**config.mk**
```make
export PLATFORM = sky130hd
export DESIGN_NAME = usb_frame_scratch_test_regs
export DESIGN_NICKNAME = d
export VERILOG_FILES = /design/src/rtl/usb_test_regs_pkg.sv /design/src/rtl/usb_frame_scratch_test_regs.sv
export VERILOG_INCLUDE_DIRS = /design/src /design/src/rtl
export SDC_FILE = /design/constraint.sdc
export NUM_CORES = 1
export LEC_CHECK = 0
export ABC_AREA = 1
export BUFFER_PORTS_ARGS = -buffer_cell sky130_fd_sc_hd__buf_2
export CORE_MARGIN = 4
export CORE_UTILIZATION = 45
export DETAILED_ROUTE_END_ITERATION = 12
export PLACE_DENSITY = 0.7
export REMOVE_ABC_BUFFERS = 1
export SLEW_MARGIN = 5
export SYNTH_ARGS = -nofsm -noshare
export SYNTH_HDL_FRONTEND = slang
export SYNTH_SLANG_ARGS = --single-unit
```
**constraint.sdc**
```tcl
create_clock -name clk_in -period 3 [get_ports clk_in]
set_input_delay 0.15 -clock clk_in [delete_from_list [all_inputs] [get_ports clk_in]]
set_output_delay 0.15 -clock clk_in [all_outputs]
set_load 0.005 [all_outputs]
```
**src/rtl/usb_test_regs_params.svh**
```systemverilog
// Register offsets, field positions, reset values and pattern constants of the test register bank.
`ifndef USB_TEST_REGS_PARAMS_SVH
`define USB_TEST_REGS_PARAMS_SVH

`define FRAME_COUNT_OFFSET      12'h074
`define FIRMWARE_SCRATCH_OFFSET 12'h078
`define LINE_TEST_OFFSET        12'h084
`define LINE_TEST_ACCESS_OFFSET 12'h088

`define FRAME_COUNT_RESET       16'h0000
`define SCRATCH_RESET           16'h0000
`define LINE_TEST_RESET         8'h00

`define MICROFRAME_MSB          13
`define MICROFRAME_LSB          11
`define FRAME_INDEX_MSB         10
`define FRAME_INDEX_LSB         0

`define FORCE_HS_BIT            7
`define FORCE_FS_BIT            4
`define RANDOM_PATTERN_BIT      3
`define DRIVE_K_BIT             2
`define DRIVE_J_BIT             1
`define QUIESCENT_NAK_BIT       0
`define LINE_TEST_WRITE_MASK    8'h9f

`define RANDOM_LINE_PATTERN_SEED               9'h1ff

`endif

```
**src/rtl/usb_test_regs_pkg.sv**
```systemverilog
// Types shared by the frame, scratch and line test register bank.
package usb_test_regs_pkg;
  // Line state driven onto the USB pair during test: dp is bit 1, dm is bit 0.
  typedef logic [1:0] line_pair_t;
  typedef enum logic [3:0] {
    LINE_NORMAL  = 4'b0001,
    LINE_RANDOM  = 4'b0010,
    LINE_K       = 4'b0100,
    LINE_J       = 4'b1000
  } line_mode_e;
endpackage

```
**src/rtl/usb_frame_scratch_test_regs.sv**
```systemverilog
// Frame number capture, firmware scratch and line test mode registers behind APB.
`timescale 1ns/1ns
`include "usb_test_regs_params.svh"

//Contract
//- Frame register is read-only and captures each valid SOF frame number, except one that comes in a bus reset cycle.
//- Byte reads of the frame register give low byte first, then high.
//- Microframe sits in bits 13:11, frame in 10:0, bits 15:14 reserved.
//- Frame register clears on power-on reset and on USB bus reset.
//- A 16-bit read/write scratch register is free for firmware use.
//- Scratch high byte 15:8, low byte 7:0, both cleared by either reset.
//- One-byte read/write line test register, cleared by either reset.
//- Bit 7 forces high-speed only and disables chirp detection.
//- Bit 4 forces full-speed only and disables chirp detection.
//- Bit 3 toggles the line pair continuously in a pseudo-random pattern.
//- Bit 2 drives the line pair steadily to the K state.
//- Bit 1 drives the line pair steadily to the J state.
//- Bit 0 holds high-speed quiescent and answers valid HS IN tokens with NAK.
module usb_frame_scratch_test_regs
  import usb_test_regs_pkg::*;
#(
  parameter int ADDR_WIDTH = 12
) (
  // Clock and reset.
  input  wire logic                  clk_in,
  input  wire logic                  rst_n_in,
  // USB bus reset, SOF capture and HS IN token from the protocol engine.
  input  wire logic                  bus_reset_in,
  input  wire logic                  sof_valid_in,
  input  wire logic [2:0]            sof_microframe_in,
  input  wire logic [10:0]           sof_frame_in,
  input  wire logic                  hs_in_token_in,
  // APB slave.
  input  wire logic                  psel_in,
  input  wire logic                  penable_in,
  input  wire logic                  pwrite_in,
  input  wire logic [ADDR_WIDTH-1:0] paddr_in,
  input  wire logic [31:0]           pwdata_in,
  input  wire logic [3:0]            pstrb_in,
  output logic                       pready_out,
  output logic                       pslverr_out,
  output logic [31:0]                prdata_out,
  // Test controls toward the physical layer.
  output logic                       force_high_speed_out,
  output logic                       force_full_speed_out,
  output logic                       chirp_disable_out,
  output logic                       quiescent_out,
  output logic                       nak_in_token_out,
  output logic                       line_drive_en_out,
  output line_pair_t                 line_pair_out
);

  logic [15:0] frame_count_capture_reg;
  logic [15:0] frame_count_capture_next;
  logic [15:0] firmware_scratch_reg;
  logic [15:0] firmware_scratch_next;
  logic [7:0]  line_test_control_reg;
  logic [7:0]  line_test_control_next;
  logic        frame_byte_hi_reg;
  logic        frame_byte_hi_next;
  logic [8:0]  random_line_pattern_reg;
  logic [8:0]  random_line_pattern_next;
  logic [31:0] prdata_next;
  logic        pready_next;
  logic        pslverr_next;
  line_mode_e  line_mode;
  line_pair_t  line_pair_next;

  wire clear_all  = bus_reset_in;
  wire setup      = psel_in && !penable_in;
  wire access     = psel_in && penable_in && pready_out;
  wire wr_access  = access && pwrite_in;
  wire rd_setup   = setup && !pwrite_in;
  wire hit_frame  = paddr_in == ADDR_WIDTH'(`FRAME_COUNT_OFFSET);
  wire hit_scr    = paddr_in == ADDR_WIDTH'(`FIRMWARE_SCRATCH_OFFSET);
  wire hit_test   = paddr_in == ADDR_WIDTH'(`LINE_TEST_OFFSET);
  wire hit_byte   = paddr_in == ADDR_WIDTH'(`LINE_TEST_ACCESS_OFFSET);
  wire hit_any    = hit_frame || hit_scr || hit_test || hit_byte;
  wire wr_scr     = wr_access && hit_scr;
  wire wr_test    = wr_access && hit_test && pstrb_in[0];
  // A byte read of the frame register alternates low byte, then high byte.
  wire byte_read  = access && !pwrite_in && hit_byte;

  wire [15:0] frame_value = {2'b00, sof_microframe_in, sof_frame_in};
  wire [7:0]  line_test_wdata = pwdata_in[7:0] & `LINE_TEST_WRITE_MASK;

  wire t_hs  = line_test_control_reg[`FORCE_HS_BIT];
  wire t_fs  = line_test_control_reg[`FORCE_FS_BIT];
  wire t_rnd = line_test_control_reg[`RANDOM_PATTERN_BIT];
  wire t_k   = line_test_control_reg[`DRIVE_K_BIT];
  wire t_j   = line_test_control_reg[`DRIVE_J_BIT];
  wire t_q   = line_test_control_reg[`QUIESCENT_NAK_BIT];

  // Frame capture, cleared by bus reset and ignoring any bus write.
  always_comb begin
    frame_count_capture_next = frame_count_capture_reg;
    if (clear_all) begin
      frame_count_capture_next = `FRAME_COUNT_RESET;
    end else if (sof_valid_in) begin
      frame_count_capture_next = frame_value;
    end
  end

  always_comb begin
    firmware_scratch_next = firmware_scratch_reg;
    if (clear_all) begin
      firmware_scratch_next = `SCRATCH_RESET;
    end else if (wr_scr) begin
      if (pstrb_in[1]) begin
        firmware_scratch_next[15:8] = pwdata_in[15:8];
      end
      if (pstrb_in[0]) begin
        firmware_scratch_next[7:0] = pwdata_in[7:0];
      end
    end
  end

  always_comb begin
    line_test_control_next = line_test_control_reg;
    if (clear_all) begin
      line_test_control_next = `LINE_TEST_RESET;
    end else if (wr_test) begin
      line_test_control_next = line_test_wdata;
    end
  end

  always_comb begin
    frame_byte_hi_next = frame_byte_hi_reg;
    if (clear_all) begin
      frame_byte_hi_next = 1'b0;
    end else if (byte_read) begin
      frame_byte_hi_next = !frame_byte_hi_reg;
    end
  end

  // Read data is prepared in the setup cycle and held through the access phase.
  always_comb begin
    prdata_next = prdata_out;
    if (rd_setup) begin
      prdata_next = 32'h0000_0000;
      if (hit_frame) begin
        prdata_next = {16'h0000, 2'b00, frame_count_capture_reg[13:0]};
      end else if (hit_scr) begin
        prdata_next = {16'h0000, firmware_scratch_reg};
      end else if (hit_test) begin
        prdata_next = {24'h00_0000, line_test_control_reg};
      end else if (hit_byte) begin
        prdata_next = {24'h00_0000, frame_byte_hi_reg ?
                       {2'b00, frame_count_capture_reg[13:8]} :
                       frame_count_capture_reg[7:0]};
      end
    end
  end

  assign pready_next  = setup;
  assign pslverr_next = setup && !hit_any;

  // Pseudo-random line toggling from a 9-bit LFSR.
  assign random_line_pattern_next = t_rnd ? {random_line_pattern_reg[7:0], random_line_pattern_reg[8] ^ random_line_pattern_reg[4]} : `RANDOM_LINE_PATTERN_SEED;

  assign line_mode = t_rnd ? LINE_RANDOM :
                     t_k   ? LINE_K :
                     t_j   ? LINE_J : LINE_NORMAL;

  always_comb begin
    line_pair_next = 2'b00;
    unique case (line_mode)
      LINE_NORMAL: line_pair_next = 2'b00;
      LINE_RANDOM: line_pair_next = {random_line_pattern_reg[8], !random_line_pattern_reg[8]};
      LINE_K:      line_pair_next = 2'b01;
      LINE_J:      line_pair_next = 2'b10;
    endcase
  end

  always_ff @(posedge clk_in) begin
    if (!rst_n_in) begin
      frame_count_capture_reg <= `FRAME_COUNT_RESET;
      firmware_scratch_reg    <= `SCRATCH_RESET;
      line_test_control_reg   <= `LINE_TEST_RESET;
      frame_byte_hi_reg       <= 1'b0;
      random_line_pattern_reg                <= `RANDOM_LINE_PATTERN_SEED;
    end else begin
      frame_count_capture_reg <= frame_count_capture_next;
      firmware_scratch_reg    <= firmware_scratch_next;
      line_test_control_reg   <= line_test_control_next;
      frame_byte_hi_reg       <= frame_byte_hi_next;
      random_line_pattern_reg                <= random_line_pattern_next;
    end
  end

  always_ff @(posedge clk_in) begin
    if (!rst_n_in) begin
      pready_out  <= 1'b0;
      pslverr_out <= 1'b0;
      prdata_out  <= 32'h0000_0000;
    end else begin
      pready_out  <= pready_next;
      pslverr_out <= pslverr_next;
      prdata_out  <= prdata_next;
    end
  end

  always_ff @(posedge clk_in) begin
    if (!rst_n_in) begin
      force_high_speed_out <= 1'b0;
      force_full_speed_out <= 1'b0;
      chirp_disable_out    <= 1'b0;
      quiescent_out        <= 1'b0;
      nak_in_token_out     <= 1'b0;
      line_drive_en_out    <= 1'b0;
      line_pair_out        <= 2'b00;
    end else begin
      force_high_speed_out <= t_hs;
      force_full_speed_out <= t_fs;
      chirp_disable_out    <= t_hs || t_fs;
      quiescent_out        <= t_q;
      nak_in_token_out     <= t_q && hs_in_token_in;
      line_drive_en_out    <= t_rnd || t_k || t_j || t_q;
      line_pair_out        <= line_pair_next;
    end
  end

  chk_frame_capture: assert property (@(posedge clk_in) disable iff (!rst_n_in)
    sof_valid_in && !bus_reset_in |=> frame_count_capture_reg == $past(frame_value))
    else $error("frame capture missed a valid SOF");

  chk_frame_hold: assert property (@(posedge clk_in) disable iff (!rst_n_in)
    !sof_valid_in && !bus_reset_in |=> $stable(frame_count_capture_reg))
    else $error("frame register changed without SOF");

  chk_frame_reserved: assert property (@(posedge clk_in) disable iff (!rst_n_in)
    frame_count_capture_reg[15:14] == 2'b00)
    else $error("frame reserved bits set");

  chk_bus_reset_clear: assert property (@(posedge clk_in) disable iff (!rst_n_in)
    bus_reset_in |=> frame_count_capture_reg == 16'h0000 && firmware_scratch_reg == 16'h0000
    && line_test_control_reg == 8'h00)
    else $error("bus reset did not clear registers");

  chk_scratch_write: assert property (@(posedge clk_in) disable iff (!rst_n_in)
    wr_scr && !bus_reset_in && pstrb_in[1:0] == 2'b11
    |=> firmware_scratch_reg == $past(pwdata_in[15:0]))
    else $error("scratch write lost");

  chk_byte_order: assert property (@(posedge clk_in) disable iff (!rst_n_in)
    byte_read && !frame_byte_hi_reg && !bus_reset_in |=> frame_byte_hi_reg)
    else $error("frame byte order did not advance");

  chk_test_mask: assert property (@(posedge clk_in) disable iff (!rst_n_in)
    line_test_control_reg[6:5] == 2'b00)
    else $error("line test reserved bits set");

  chk_chirp_off: assert property (@(posedge clk_in) disable iff (!rst_n_in)
    (t_hs || t_fs) |=> chirp_disable_out)
    else $error("chirp not disabled under forced speed");

  chk_k_state: assert property (@(posedge clk_in) disable iff (!rst_n_in)
    t_k && !t_rnd ##1 t_k |-> line_pair_out == 2'b01 && line_drive_en_out)
    else $error("K state not driven");

  chk_j_state: assert property (@(posedge clk_in) disable iff (!rst_n_in)
    t_j && !t_rnd && !t_k ##1 t_j && !t_k && !t_rnd |-> line_pair_out == 2'b10)
    else $error("J state not driven");

  chk_random_toggle: assert property (@(posedge clk_in) disable iff (!rst_n_in)
    t_rnd[*8] |-> line_pair_out != 2'b00 && line_pair_out != 2'b11)
    else $error("random pattern not differential");

  chk_quiescent_nak: assert property (@(posedge clk_in) disable iff (!rst_n_in)
    t_q && hs_in_token_in |=> nak_in_token_out && quiescent_out)
    else $error("quiescent NAK missing");

  // The checks below pin down holding, partial writes, read data and idle outputs.
  chk_scratch_hold: assert property (@(posedge clk_in) disable iff (!rst_n_in)
    !wr_scr && !bus_reset_in |=> $stable(firmware_scratch_reg))
    else $error("scratch changed without a write");

  chk_scratch_low_only: assert property (@(posedge clk_in) disable iff (!rst_n_in)
    wr_scr && !bus_reset_in && pstrb_in[1:0] == 2'b01 |=> firmware_scratch_reg ==
    {$past(firmware_scratch_reg[15:8]), $past(pwdata_in[7:0])})
    else $error("scratch low byte write disturbed the high byte");

  chk_test_write: assert property (@(posedge clk_in) disable iff (!rst_n_in)
    wr_test && !bus_reset_in
    |=> line_test_control_reg == ($past(pwdata_in[7:0]) & `LINE_TEST_WRITE_MASK))
    else $error("line test write lost");

  chk_test_hold: assert property (@(posedge clk_in) disable iff (!rst_n_in)
    !wr_test && !bus_reset_in |=> $stable(line_test_control_reg))
    else $error("line test register changed without a write");

  chk_force_hs: assert property (@(posedge clk_in) disable iff (!rst_n_in)
    t_hs |=> force_high_speed_out)
    else $error("forced high speed not signalled");

  chk_force_fs: assert property (@(posedge clk_in) disable iff (!rst_n_in)
    t_fs |=> force_full_speed_out)
    else $error("forced full speed not signalled");

  chk_chirp_on: assert property (@(posedge clk_in) disable iff (!rst_n_in)
    !t_hs && !t_fs |=> !chirp_disable_out)
    else $error("chirp disabled without a forced speed");

  chk_byte_order_back: assert property (@(posedge clk_in) disable iff (!rst_n_in)
    byte_read && frame_byte_hi_reg && !bus_reset_in |=> !frame_byte_hi_reg)
    else $error("frame byte order did not return to the low byte");

  chk_byte_low_data: assert property (@(posedge clk_in) disable iff (!rst_n_in)
    rd_setup && hit_byte && !frame_byte_hi_reg
    |=> prdata_out == {24'h00_0000, $past(frame_count_capture_reg[7:0])})
    else $error("frame low byte read wrong");

  chk_frame_read: assert property (@(posedge clk_in) disable iff (!rst_n_in)
    rd_setup && hit_frame
    |=> prdata_out == {18'h0_0000, $past(frame_count_capture_reg[13:0])})
    else $error("frame register read wrong");

  chk_bus_reset_ptr: assert property (@(posedge clk_in) disable iff (!rst_n_in)
    bus_reset_in |=> !frame_byte_hi_reg)
    else $error("bus reset did not clear the byte order");

  chk_nak_idle: assert property (@(posedge clk_in) disable iff (!rst_n_in)
    !t_q |=> !nak_in_token_out)
    else $error("NAK outside quiescent test");

  chk_line_idle: assert property (@(posedge clk_in) disable iff (!rst_n_in)
    !t_rnd && !t_k && !t_j && !t_q |=> !line_drive_en_out && line_pair_out == 2'b00)
    else $error("line pair driven with no test bit set");

  chk_random_rest: assert property (@(posedge clk_in) disable iff (!rst_n_in)
    !t_rnd |=> random_line_pattern_reg == `RANDOM_LINE_PATTERN_SEED)
    else $error("pattern generator not parked at its seed");

  chk_k_level_drive: assert property (@(posedge clk_in) disable iff (!rst_n_in)
    t_k && !t_rnd |=> line_drive_en_out && line_pair_out == 2'b01)
    else $error("K level not driven");

  chk_quiescent_level: assert property (@(posedge clk_in) disable iff (!rst_n_in)
    t_q |=> quiescent_out && line_drive_en_out)
    else $error("quiescent state not held");

endmodule

```
* Word level (Yosys, flattened, before mapping) *
Cells that the tools add are included.

cells by class
  equal/unequal tests = 8
  mux-type cells = 9
  bitwise logic cells = 2
  reduce and logical (&&, ||, !) cells = 28

operators by type and width
  kind                                                   number
  2-to-1 mux 16 bit                                      2
  equality test 12 x 7 -> 1 bit (second input constant)  2
  equality test 12 x 8 -> 1 bit (second input constant)  2
  2-to-1 mux 8 bit                                       3
  logical AND 1 bit                                      12
  2-to-1 mux 4 bit                                       3
  one-hot mux 2 bit (4 select lines)                     1
  logical OR 1 bit                                       7
  AND reduction 2 bit                                    3
  zero test 1 bit                                        5
  equality test 4 x 1 -> 1 bit (second input constant)   1
  equality test 4 x 2 -> 1 bit (second input constant)   1
  equality test 4 x 3 -> 1 bit (second input constant)   1
  equality test 4 bit (second input constant)            1
  OR reduction 2 bit                                     1
  NOT 1 bit                                              1
  XOR 1 bit                                              1

word-level totals
  register bits after elaboration = 88
  bits of input ports = 70
  logic and storage cells = 63

* Logic depth before layout (Yosys ltp) *
  word-level depth = 6
  mapped depth = 10
  mapped depth without buffers = 10

* Worst setup path before layout *
OpenSTA, ideal clock, no wires.

  kind = register -> register
  start = reg pready_out
  end = reg firmware_scratch_reg[5]
  setup time = 73 ps
  arrival = 1183 ps
  required time = 2927 ps
  path slack = 1744 ps
  cell stages (with the launch flop) = 8
  path buffers = 1
  cell sequence = dfxtp_1 -> nand3_1 -> nor2_2 -> nand2_4 -> nor2_8 -> buf_8 -> nor2_1 -> nor3_2

between the ends
  cells in the longest elaborated chain, start to end = 4

RTL lines
  item                                  line                                source
  start, declared                       usb_frame_scratch_test_regs.sv:40   output logic pready_out,
  start signal, assigned                usb_frame_scratch_test_regs.sv:197  pready_out <= pready_next;
  logical AND 1 bit                     usb_frame_scratch_test_regs.sv:71   wire access = psel_in && penable_in && pready_out;
  logical AND 1 bit                     usb_frame_scratch_test_regs.sv:72   wire wr_access = access && pwrite_in;
  logical AND 1 bit                     usb_frame_scratch_test_regs.sv:79   wire wr_scr = wr_access && hit_scr;
  AND reduction 2 bit (no source line)  --
  end signal, assigned                  usb_frame_scratch_test_regs.sv:178  firmware_scratch_reg <= `SCRATCH_RESET;
  end signal, assigned                  usb_frame_scratch_test_regs.sv:184  firmware_scratch_reg <= firmware_scratch_next;
  end, declared                         usb_frame_scratch_test_regs.sv:55   logic [15:0] firmware_scratch_reg;

No other way between the ends.
A chain may end at the register's enable or synchronous reset.

* Worst setup path after layout *
  start = in rst_n_in
  end = reg frame_count_capture_reg[10]

between the ends
  cells in the longest elaborated chain, start to end = 2

RTL lines
  item                                 line                                source
  start, declared                      usb_frame_scratch_test_regs.sv:26   input wire logic rst_n_in,
  NOT 1 bit (no source line)           --
  OR reduction 2 bit (no source line)  --
  end signal, assigned                 usb_frame_scratch_test_regs.sv:177  frame_count_capture_reg <= `FRAME_COUNT_RESET;
  end signal, assigned                 usb_frame_scratch_test_regs.sv:183  frame_count_capture_reg <= frame_count_capture_next;
  end, declared                        usb_frame_scratch_test_regs.sv:53   logic [15:0] frame_count_capture_reg;

No other way between the ends.

==> summary.txt <==
Clocking
  – Number of clock sinks: 72
  – Clk Latency, worst-skew pair: between 0.3 and 0.4 ns
  – CTS Hold Bufs: 0
  – Bufs on Longest Clock Path: 2
  – CTS tree: built
  – CTS H-tree lvls: 3
  – Postcts setup bufs: 0
  – Post_cts resized: 0
  – Clock transition at path regs: around 0.070 ns
  – Total clock buffers created by CTS: 9
  – Root Driver: clkbuf_8

Floorplanning
  – Initial Util: between 40% and 50%
  – DIE AREA: slightly below 9000 um2
  – I/O pin count: ~110
  – Chip height: around 93 um
  – Core area: between 6000 and 7000 um2
  – Die W: roughly 93 um
  – FP Rows: 30

Layout
  – Layout Nets: 548
  – Fill cells: between 600 and 700
  – Design area: 3850 um2
  – Share of cells above drive strength 1: 30.8%
  – Antenna cells: 0
  – Area Overhead vs Synth: 18.0%

Power
  – Pwr/cell area: between 500 and 600 nW/um2
  – Max VDD drop: 0.000205 V
  – Leakage: about 1.7 nW

Logic synthesis
  – Syn_area_per_cell: ~8.0 um2
  – YS warnings: 0
  – Area contributors post-synth: dfxtp_1, nand2_1, nor2_1
  – Post-synthesis cell type count: 37
  – Synth Register Bits: 72
  – Post-synth design cell area: approximately 3300 um2
  – Gate Count Post-Synth: a little over 400
  – Post-synthesis cell type with the largest combined area: dfxtp_1
  – Sequential area share after synthesis: 44.1%
  – Area share of the largest cell type after synthesis: 44.1%

Placement
  – Final HPWL DP: 5520 um
  – Final GP Congestion: 0.831
  – Placed cell areas: 3610 um2
  – # port buffers: between 70 and 80

Worst setup path
  – CP arrival: 1.83 ns
  – Buf+Inv Stages, Crit Path: 3
  – Worst Path Required: 3.21 ns
  – CP top delay family: simple AND/OR/NAND/NOR gates
  – CP Max Fanout: 27
  – Slowest CP cell: or2_1
  – CP endpoint kind: flop
  – Critical path cell sequence: buf_2 -> inv_2 -> or2_1 -> buf_4 -> a211oi_1
  – Setup CP Type: primary input to flop
  – Type of origin of the critical path: primary input
  – Crit path largest cell delay: ~0.95 ns

GRT
  – Initial antenna violation count: 0
  – Pin count of the biggest net entering global routing: 28
  – GRT Total Usage: 17.8%
  – First-pass GRT wire length: about 12,000 um
  – Vias in the first global route: 2,754
  – Overflow after GRT: 0

Route
  – WL met3: 513 um
  – Vias post-DR: ~2,700
  – Max Used Layer: met4
  – M1 WL: 3350 um
  – WL met2: 3390 um
  – First-pass iteration count of the detailed router: 5
  – DR DRC count: 0
  – Iteration-0 DRC Markers: between 100 and 150
  – Via/cell ratio: 4.73
  – DR WL/cell: around 13 um
  – Post-route antenna net violation count: 0
  – Final Routed Wirelength: between 7000 and 8000 um

Timing
  – Rel. slew slack: between 10% and 20%
  – Final setup violation count: 0
  – Fin. max-slew vios: 0
  – Max Clk Rate: roughly 620 MHz
  – Skew final: around 0.0068 ns
  – RSZ-0062 raised after global routing: false
  – Final worst path period share: 54.0%
  – Setup tns final: 0 ns
  – Final Hold Fails: 0
  – Slew @ Worst Pin: between 1 and 1.5 ns
  – Minimum clock period: around 1.6 ns

Status
  – Status: finished, final reports clean

Flow run
  – Number of max-cap violations: 0

Worst hold path
  – Hold Crit Class: primary input to flop
[placed cells by master, fill, tap and decap left out, drive strengths merged, types with 8 or more instances in the layout]
cell type | Yosys | routed
or2 | 8 | 8
dfxtp | 72 | 72
o21ai | 9 | 9
inv | 35 | 35
nor3 | 12 | 12
clkbuf | 6 | 12
a211oi | 15 | 15
a21oi | 19 | 19
nand2 | 85 | 85
conb | 1 | 16
buf | 28 | 80
nand3 | 26 | 26
nand4 | 16 | 16
nor2 | 58 | 58
[report_power, final]
| part | leakage (nW) | internal (mW) | switching [mW] |
|---|---|---|---|
| Combinational | 1.03 | 0.0489 | 0.0801 |
| Sequential | 0.583 | 0.970 | 0.00815 |
| Clock | 0.115 | 0.536 | 0.350 |
[per-layer routing]
layer  global-route usage (%)  up-vias
li1                         -     1428
met1                     22.2     1202
met2                     28.9       96
met3                     5.47       13
met4                     6.23        0
met5                        0        -
[kinds of logic (layout without fill, tap and decap cells)]
group / count (synthesis) / after routing / share of synthesized area, %
buf+inv: 72 / 134 / 11.7
compound gates: 51 / 51 / 10.9
other cells: 1 / 16 / 0.115
flops: 72 / 72 / 44.1
simple gates: 209 / 209 / 32.9
xor+xnor: 1 / 1 / 0.268
[final timing paths]
check / start / endpoint / slack [ns] / depth (start not counted)
setup reg to reg: pready_out / firmware_scratch_reg[5] / 1.50 / 7
hold / removal: hs_in_token_in / nak_in_token_out / 0.05 / 3
hold reg to reg: random_line_pattern_reg[0] / random_line_pattern_reg[1] / 0.42 / 1
setup / recovery: rst_n_in / frame_count_capture_reg[10] / 1.38 / 5
[stage by stage]
stage,hold slack (ns),worst slack (ns),util (%),std cells,power (mW)
floorplan,0.235,1.54,-,387,1.06
global placement,0.364,1.06,52.3,563,1.13
detailed placement,0.392,1.05,52.3,563,1.13
CTS,0.0392,1.41,55.8,579,2.02
global route,0.0455,1.28,55.8,579,2.08
finish,0.0511,1.38,55.8,579,1.99
[synthesized netlist by cell type, drive strengths merged]
cell type,n
or2,8
a211oi,15
nor2,58
inv,35
o211ai,6
dfxtp,72
buf,28
nand3,26
nand3b,1
xnor2,1
nor3,12
o21a,1
nand2,85
nor4,1
nor3b,2
clkbuf,6
clkinv,3
a21oi,19
o21ai,9
a31oi,1
conb,1
nand4,16
[layout make-up]
type	count	area, um2	area share [%]
clock buffer	12	165	4.28
clock inverter	4	75.1	1.95
inverter	38	145	3.77
multi-input combinational	277	1500	38.9
sequential	72	1440	37.4
tap	96	120	3.12
timing repair buffer	80	408	10.6
[worst register-to-register path, cell delays in order, from the launching register on]
cell	delay [ns]
dfxtp_1	0.33
nand3_1	0.12
nor2_2	0.24
nand2_4	0.12
nor2_8	0.26
inv_1	0.10
nor2_1	0.13
nor3_2	0.05
Power figures use the tool's default switching activity.
